==> config.mk <==
export PLATFORM = sky130hd
export DESIGN_NAME = adcs_top
export DESIGN_NICKNAME = d
export VERILOG_FILES = /design/src/adcs_pkg.sv /design/src/adcs_clk_div.sv /design/src/adcs_top.sv
export VERILOG_INCLUDE_DIRS = /design/src
export SDC_FILE = /design/constraint.sdc
export NUM_CORES = 1
export LEC_CHECK = 0
export BUFFER_PORTS_ARGS = -buffer_cell sky130_fd_sc_hd__buf_4
export CAP_MARGIN = 20
export CORE_UTILIZATION = 50
export CTS_CLUSTER_SIZE = 25
export DETAILED_ROUTE_END_ITERATION = 12
export GPL_ROUTABILITY_DRIVEN = 0
export GPL_TIMING_DRIVEN = 0
export HOLD_SLACK_MARGIN = 0.12
export PLACE_DENSITY = 0.71
export SETUP_SLACK_MARGIN = 0.15
export SYNTH_ARGS = -nofsm -noshare
export SYNTH_HDL_FRONTEND = slang
export SYNTH_SLANG_ARGS = --single-unit
==> constraint.sdc <==
create_clock -name i_mclk -period 4.48 [get_ports i_mclk]
set_input_delay 1.344 -clock i_mclk [delete_from_list [all_inputs] [get_ports i_mclk]]
set_output_delay 1.344 -clock i_mclk [all_outputs]
set_load 0.05 [all_outputs]
==> src/adcs_regs.svh <==
// Register map, field positions and timing constants of the converter sequencer
`ifndef ADCS_REGS_SVH
`define ADCS_REGS_SVH
`define ADCS_OFS_CTRL 8'hB1
`define ADCS_OFS_RES_HI 8'hB2
`define ADCS_OFS_CLK_LO 8'hB3
`define ADCS_OFS_ISO 8'hBE
`define ADCS_CTRL_RESET 8'h00
`define ADCS_ISO_RESET 7'h00
`define ADCS_CLKSEL_RESET 3'h0
`define ADCS_BIT_POWER 7
`define ADCS_BIT_START 6
`define ADCS_BIT_EOC 5
`define ADCS_BIT_CONNECT 4
`define ADCS_BIT_BATSEL 3
`define ADCS_CHAN_HI 2
`define ADCS_CHAN_LO 0
`define ADCS_CLK_HI 6
`define ADCS_CLK_LO 4
`define ADCS_CLK_DIV16 3'h0
`define ADCS_CLK_DIV8 3'h4
`define ADCS_CLK_DIV4 3'h5
`define ADCS_CLK_DIV2 3'h6
`define ADCS_CLK_DIV1 3'h7
`define ADCS_CHAN_BATTERY 3'h7
`define ADCS_STEPS 16
`define ADCS_CLKS_PER_STEP 4
`define ADCS_RESULT_BITS 12
`endif

==> src/adcs_pkg.sv <==
// Types shared by the converter sequencer files
package adcs_pkg;
  typedef enum logic [1:0] {
    ST_IDLE,
    ST_CONVERT,
    ST_DONE
  } adcs_state_type;

  typedef struct packed {
    logic power;
    logic start;
    logic eoc;
    logic connect;
    logic batsel;
    logic [2:0] chan;
  } adcs_ctrl_type;

  typedef struct packed {
    logic [7:0] addr;
    logic [7:0] wdata;
    logic wr;
    logic rd;
  } adcs_bus_type;
endpackage : adcs_pkg

==> src/adcs_clk_div.sv <==
// Converter clock tick generator, divided from the CPU clock
`timescale 1ns/1ns
`include "adcs_regs.svh"
module adcs_clk_div #(
  parameter int CW = 4
) (
  input wire logic i_mclk,
  input wire logic i_rst_b,
  input wire logic i_run,
  input wire logic [2:0] i_sel,
  output logic o_tick
);
  logic [CW-1:0] cnt_r;
  logic [CW-1:0] cnt_nxt;
  logic [CW-1:0] last;
  logic tick_r;
  logic tick_nxt;

  always_comb begin
    unique case (i_sel)
      `ADCS_CLK_DIV8: last = CW'(7);
      `ADCS_CLK_DIV4: last = CW'(3);
      `ADCS_CLK_DIV2: last = CW'(1);
      `ADCS_CLK_DIV1: last = CW'(0);
      // Unlisted codes fall back to the slowest rate
      default: last = CW'(15);
    endcase
    cnt_nxt = cnt_r;
    tick_nxt = 1'b0;
    if (!i_run) begin
      cnt_nxt = '0;
    end else if (cnt_r >= last) begin
      cnt_nxt = '0;
      tick_nxt = 1'b1;
    end else begin
      cnt_nxt = cnt_r + CW'(1);
    end
  end

  always_ff @(posedge i_mclk or negedge i_rst_b) begin
    if (!i_rst_b) begin
      cnt_r <= '0;
      tick_r <= 1'b0;
    end else begin
      cnt_r <= cnt_nxt;
      tick_r <= tick_nxt;
    end
  end

  assign o_tick = tick_r;
endmodule : adcs_clk_div

==> src/adcs_top.sv <==
// Successive-approximation converter sequencer with its register port
//
// The implementer's own choice: the strobed register port.
`timescale 1ns/1ns
`include "adcs_regs.svh"
module adcs_top #(
  parameter int NBITS = `ADCS_RESULT_BITS,
  parameter int NSTEPS = `ADCS_STEPS,
  parameter int CLKS_PER_STEP = `ADCS_CLKS_PER_STEP
) (
  input wire logic i_mclk,
  input wire logic i_rst_b,
  input wire logic [7:0] i_addr,
  input wire logic [7:0] i_wdata,
  input wire logic i_wr,
  input wire logic i_rd,
  output logic [7:0] o_rdata,
  input wire logic i_cmp_above,
  output logic o_converter_power_on,
  output logic o_sample,
  output logic [NBITS-1:0] o_dac_trial,
  output logic [7:0] o_channel_route,
  output logic o_battery_divider_select,
  output logic [6:0] o_pin_analog_isolation
);
  localparam int SW = $clog2(NSTEPS * CLKS_PER_STEP + 1);

  adcs_pkg::adcs_bus_type bus;
  adcs_pkg::adcs_ctrl_type ctrl_r;
  adcs_pkg::adcs_ctrl_type ctrl_nxt;
  adcs_pkg::adcs_state_type st_r;
  adcs_pkg::adcs_state_type st_nxt;
  logic [2:0] clksel_r;
  logic [2:0] clksel_nxt;
  logic [6:0] iso_r;
  logic [6:0] iso_nxt;
  logic [NBITS-1:0] res_r;
  logic [NBITS-1:0] res_nxt;
  logic [NBITS-1:0] trial_r;
  logic [NBITS-1:0] trial_nxt;
  logic [NBITS-1:0] bitmask_r;
  logic [NBITS-1:0] bitmask_nxt;
  logic [SW-1:0] ticks_r;
  logic [SW-1:0] ticks_nxt;
  logic [7:0] rdata_r;
  logic [7:0] rdata_nxt;
  logic [7:0] route_r;
  logic [7:0] route_nxt;
  logic sample_r;
  logic sample_nxt;
  logic tick;
  logic run;
  logic finish;
  logic launch;

  assign bus = '{addr: i_addr, wdata: i_wdata, wr: i_wr, rd: i_rd};
  assign run = (st_r == adcs_pkg::ST_CONVERT);

  adcs_clk_div #(
    .CW(4)
  ) u_div (
    .i_mclk(i_mclk),
    .i_rst_b(i_rst_b),
    .i_run(run),
    .i_sel(clksel_r),
    .o_tick(tick)
  );

  // Control register, clock select and isolation writes
  always_comb begin
    ctrl_nxt = ctrl_r;
    clksel_nxt = clksel_r;
    iso_nxt = iso_r;
    launch = 1'b0;
    if (bus.wr && bus.addr == `ADCS_OFS_CTRL) begin
      ctrl_nxt.power = bus.wdata[`ADCS_BIT_POWER];
      ctrl_nxt.connect = bus.wdata[`ADCS_BIT_CONNECT];
      ctrl_nxt.batsel = bus.wdata[`ADCS_BIT_BATSEL];
      ctrl_nxt.chan = bus.wdata[`ADCS_CHAN_HI:`ADCS_CHAN_LO];
      // Start only takes while powered; a busy converter keeps running
      if (bus.wdata[`ADCS_BIT_START] && bus.wdata[`ADCS_BIT_POWER]) begin
        ctrl_nxt.start = 1'b1;
        launch = !ctrl_r.start;
      end else if (!bus.wdata[`ADCS_BIT_START]) begin
        ctrl_nxt.start = 1'b0;
      end
      // Software may clear the end flag; hardware set below still wins
      if (!bus.wdata[`ADCS_BIT_EOC]) begin
        ctrl_nxt.eoc = 1'b0;
      end
    end
    if (!ctrl_nxt.power) begin
      ctrl_nxt.start = 1'b0;
    end
    if (launch) begin
      ctrl_nxt.eoc = 1'b0;
    end
    if (finish) begin
      ctrl_nxt.eoc = 1'b1;
      ctrl_nxt.start = 1'b0;
    end
    if (bus.wr && bus.addr == `ADCS_OFS_CLK_LO) begin
      clksel_nxt = bus.wdata[`ADCS_CLK_HI:`ADCS_CLK_LO];
    end
    if (bus.wr && bus.addr == `ADCS_OFS_ISO) begin
      iso_nxt = bus.wdata[6:0];
    end
  end

  // Successive approximation sequencer
  always_comb begin
    st_nxt = st_r;
    trial_nxt = trial_r;
    bitmask_nxt = bitmask_r;
    ticks_nxt = ticks_r;
    res_nxt = res_r;
    sample_nxt = 1'b0;
    finish = 1'b0;
    unique case (st_r)
      adcs_pkg::ST_IDLE: begin
        if (launch) begin
          st_nxt = adcs_pkg::ST_CONVERT;
          ticks_nxt = '0;
          bitmask_nxt = {1'b1, {(NBITS-1){1'b0}}};
          trial_nxt = {1'b1, {(NBITS-1){1'b0}}};
          sample_nxt = 1'b1;
        end
      end
      adcs_pkg::ST_CONVERT: begin
        if (!ctrl_r.power || !ctrl_r.start) begin
          // Abort on power-down or software stop; result left untouched
          st_nxt = adcs_pkg::ST_IDLE;
        end else if (tick) begin
          ticks_nxt = ticks_r + SW'(1);
          // Bits resolve at the ends of the first twelve steps
          if (ticks_r[1:0] == 2'h3 && bitmask_r != '0) begin
            if (i_cmp_above) begin
              trial_nxt = trial_r & ~bitmask_r;
            end
            bitmask_nxt = bitmask_r >> 1;
            trial_nxt = trial_nxt | (bitmask_r >> 1);
          end
          if (ticks_r == SW'(NSTEPS * CLKS_PER_STEP - 1)) begin
            st_nxt = adcs_pkg::ST_DONE;
          end
        end
      end
      adcs_pkg::ST_DONE: begin
        res_nxt = trial_r;
        finish = 1'b1;
        st_nxt = adcs_pkg::ST_IDLE;
      end
      default: begin
        st_nxt = adcs_pkg::ST_IDLE;
      end
    endcase
  end

  // Routing to pins and read data
  always_comb begin
    route_nxt = '0;
    // Next control word, so routing lands with the control bits, not a cycle late
    if (ctrl_nxt.power && ctrl_nxt.connect) begin
      route_nxt[ctrl_nxt.chan] = 1'b1;
    end
    rdata_nxt = 8'h00;
    if (bus.rd) begin
      unique case (bus.addr)
        `ADCS_OFS_CTRL: rdata_nxt = ctrl_r;
        `ADCS_OFS_RES_HI: rdata_nxt = res_r[NBITS-1:NBITS-8];
        `ADCS_OFS_CLK_LO: rdata_nxt = {1'b0, clksel_r, res_r[3:0]};
        // Isolation register is write-only and reads as zero
        default: rdata_nxt = 8'h00;
      endcase
    end
  end

  always_ff @(posedge i_mclk or negedge i_rst_b) begin
    if (!i_rst_b) begin
      ctrl_r <= `ADCS_CTRL_RESET;
      clksel_r <= `ADCS_CLKSEL_RESET;
      iso_r <= `ADCS_ISO_RESET;
      st_r <= adcs_pkg::ST_IDLE;
      trial_r <= '0;
      bitmask_r <= '0;
      ticks_r <= '0;
      rdata_r <= 8'h00;
      route_r <= 8'h00;
      sample_r <= 1'b0;
    end else begin
      ctrl_r <= ctrl_nxt;
      clksel_r <= clksel_nxt;
      iso_r <= iso_nxt;
      st_r <= st_nxt;
      trial_r <= trial_nxt;
      bitmask_r <= bitmask_nxt;
      ticks_r <= ticks_nxt;
      rdata_r <= rdata_nxt;
      route_r <= route_nxt;
      sample_r <= sample_nxt;
    end
  end

  // Result holds no reset so its power-up contents are undefined
  always_ff @(posedge i_mclk) begin
    res_r <= res_nxt;
  end

  assign o_rdata = rdata_r;
  assign o_converter_power_on = ctrl_r.power;
  assign o_sample = sample_r;
  assign o_dac_trial = trial_r;
  assign o_channel_route = route_r;
  assign o_battery_divider_select = ctrl_r.batsel;
  assign o_pin_analog_isolation = iso_r;
endmodule : adcs_top
==> results.ini <==
[synth]
mappedNetlistArea_sq_um=3800
synth.yosys.warnings=0
synth_nets=344
yosysSeqAreaShare=0.576
async_reset_ff_frac=0.859
syn_area_per_cell_sq_um=12.0
ys.flop_type=dfrtp_1
synth-edff-count=12
ys_ff_latch=85
synthDistinctLibCells=47
synthesis.instances=317

[sta]
tns_ns=0
max_freq_mhz=409
period_minus_slack_ns=2.45
worst_pin_slew_ns=0.895
hold_viol=0
final-setup-viol-count=0
rsz0062_at_grt=no
max_slew_margin=0.404
skew_ns=0.0125
layout_setup_ws_ns=2.03
slew_violations=0
fin_crit_sh=0.546

[placed_design]
portBuffers=58
hpwl_um=5510
dpl_worst_slack_ns=1.66

[cts]
cts_tree=built
hold_buffers=0
clk_pin_slew_ns=0.08
cts.htree.levels=3
ctsResizeCount=0
post-cts-setup-buffer-count=0
cts_buffers=9
clock_latency_ns=0.36
clockBufferDepth=2
clock_sinks=85
clockRootBuffer=clkbuf_8

[routing]
routedWlPerCell_um=16.0
postRouteAntennaNets=0
routed_wl_um=7840
firstDrtPassIters=4
drc=0
via_per_inst=5.52
drt-initial-drc-count=103
vias=2704

[setup_path]
critical_path_class=input port to flip-flop
slowest_delay_ns=0.30
path_cells=buf_4, buf_4, nor4b_4, nand4_4, buf_2, a32o_1
critPathSlowestCell=nor4b_4
crit_path_frequent_cell=buf_4
path_max_fanout=10
endpoint_kind=flip-flop
worstPathArrival_ns=2.70
path_buf_inv=3
crit_required_ns=4.73
cpLargestDelayFamily=buffers and inverters
startpoint_type=input port

[power_and_ir_drop]
p_per_area_nw_per_um2=304
irDropWorstVdd_mv=0.149
p_leak_nw=2.12
finalPower_w=0.00138

[die]
core.rowCount=31
ios=59
die_w_um=89.2
start_util=0.521
dieArea_sq_um=7950
die_y_um=89.2
coreArea_sq_um=7290

[min_path]
hp-class=flip-flop to flip-flop

[flow_run]
max_cap_viol_count=0

[layout]
fin_nets=413
antenna_cells=0
syn2layout_area_growth_pct=19.3
drive_above_1_share=0.312

[run_status]
status=finished, final reports clean

[grt]
track_usage=0.215
antenna_found_initial=0
grt_pass1_vias=2557
grt.overflow.total=0
grt_pass1_wl_um=12700
grt_max_degree=74

## cell type report
cell class	instances	area [sq um]
fill	585	2760
tap	99	124
timing repair buffer	58	435
clock inverter	7	48.8
sequential	85	2190
clock buffer	9	124
inverter	1	3.75
buffer	16	106
multi-input combinational	215	1500
## cells in the final DEF (no fill, tap or decap), types with 5 or more instances in the layout
cell type,instances
ha_1,6
clkbuf_8,9
a32o_1,8
dfrtp_1,73
edfxtp_1,12
nand3_1,12
buf_2,5
a22oi_1,19
and2_1,6
o21ai_0,15
buf_4,60
nor2b_1,7
mux2_2,26
a21oi_1,17
nand2_1,29
nor2_1,25
## cells by family after synthesis
kind of cell / after synthesis / share of synthesized area
compound gates: 70 / 0.123
mux: 30 / 0.0909
fa+ha+maj: 6 / 0.0198
xor+xnor: 3 / 0.00692
simple gates: 106 / 0.155
buf+inv: 17 / 0.0290
flops: 85 / 0.576
## metal layers
layer | global-route usage | part of all wire | wire, um | up-vias
met4 | 0.0649 | 0.010 | 79 | 0
met5 | 0 | 0 | 0 | -
met2 | 0.344 | 0.46 | 3610 | 81
met3 | 0.0591 | 0.058 | 456 | 8
li1 | - | - | - | 1297
met1 | 0.290 | 0.47 | 3690 | 1318
## registers in the layout, summed over array words and instances (netlist names)
signal                    cells
bitmask_r                    12
clksel_r                      3
ctrl_r                        6
o_battery_divider_select      1
o_channel_route               8
o_converter_power_on          1
o_dac_trial                  12
o_pin_analog_isolation        7
o_rdata                       8
o_sample                      1
res_r                        12
st_r                          2
ticks_r                       7
u_div.cnt_r                   4
u_div.o_tick                  1
## cells in the mapped netlist (all sizes together), types with 2 or more instances
| library cell | count | area share |
|---|---|---|
| dfrtp | 73 | 0.48 |
| nand2 | 29 | 0.029 |
| mux2 | 26 | 0.077 |
| nor2 | 25 | 0.025 |
| a22oi | 19 | 0.038 |
| a21oi | 17 | 0.022 |
| o21ai | 16 | 0.021 |
| nand3 | 14 | 0.021 |
| edfxtp | 12 | 0.095 |
| buf | 11 | 0.022 |
| a32o | 8 | 0.021 |
| and2 | 7 | 0.012 |
| nor2b | 7 | 0.012 |
| ha | 6 | 0.020 |
| clkbuf | 5 | 0.0056 |
| and3 | 4 | 0.0066 |
| mux2i | 4 | 0.014 |
| a22o | 3 | 0.0069 |
| nand2b | 3 | 0.0069 |
| nor3 | 3 | 0.0040 |
| nor4 | 3 | 0.0049 |
| o21a | 3 | 0.0059 |
| and2b | 2 | 0.0040 |
| and4b | 2 | 0.0063 |
| nor3b | 2 | 0.0053 |
| xor2 | 2 | 0.0046 |
## power by group
group | internal (W) | switching [W] | total (W) | leakage (nW)
clock network | 0.000202 | 0.000285 | 0.000487 | 0.0859
logic | 0.0000372 | 0.0000570 | 0.0000942 | 0.972
registers | 0.000789 | 0.00000829 | 0.000797 | 1.06
## per-stage QoR
| step | utilization | instances | instance area (sq um) | hold slack (ns) |
|---|---|---|---|---|
| after floorplan | - | 317 | 3800 | 0.453 |
| after global placement | 0.597 | 474 | 4360 | 0.475 |
| after detailed placement | 0.597 | 474 | 4360 | 0.494 |
| after CTS | 0.621 | 490 | 4530 | 0.512 |
| after global routing | 0.621 | 490 | 4530 | 0.532 |
| final | 0.621 | 490 | 4530 | 0.512 |
## final timing paths
| path | slack [ns] | depth (start not counted) | endpoint | start |
|---|---|---|---|---|
| hold reg to reg | 0.51 | 1 | o_pin_analog_isolation[0] | o_pin_analog_isolation[0] |
| max in group asynchronous | 2.79 | 1 | o_rdata[2] | i_rst_b |
| hold / removal | 0.51 | 1 | o_pin_analog_isolation[0] | o_pin_analog_isolation[0] |
| min in group asynchronous | 1.09 | 1 | o_pin_analog_isolation[5] | i_rst_b |
| setup / recovery | 2.03 | 6 | bitmask_r[8] | i_addr[1] |
| setup reg to reg | 2.64 | 7 | u_div.cnt_r[2] | clksel_r[2] |
Note: power is estimated with default switching activity, not from simulation.
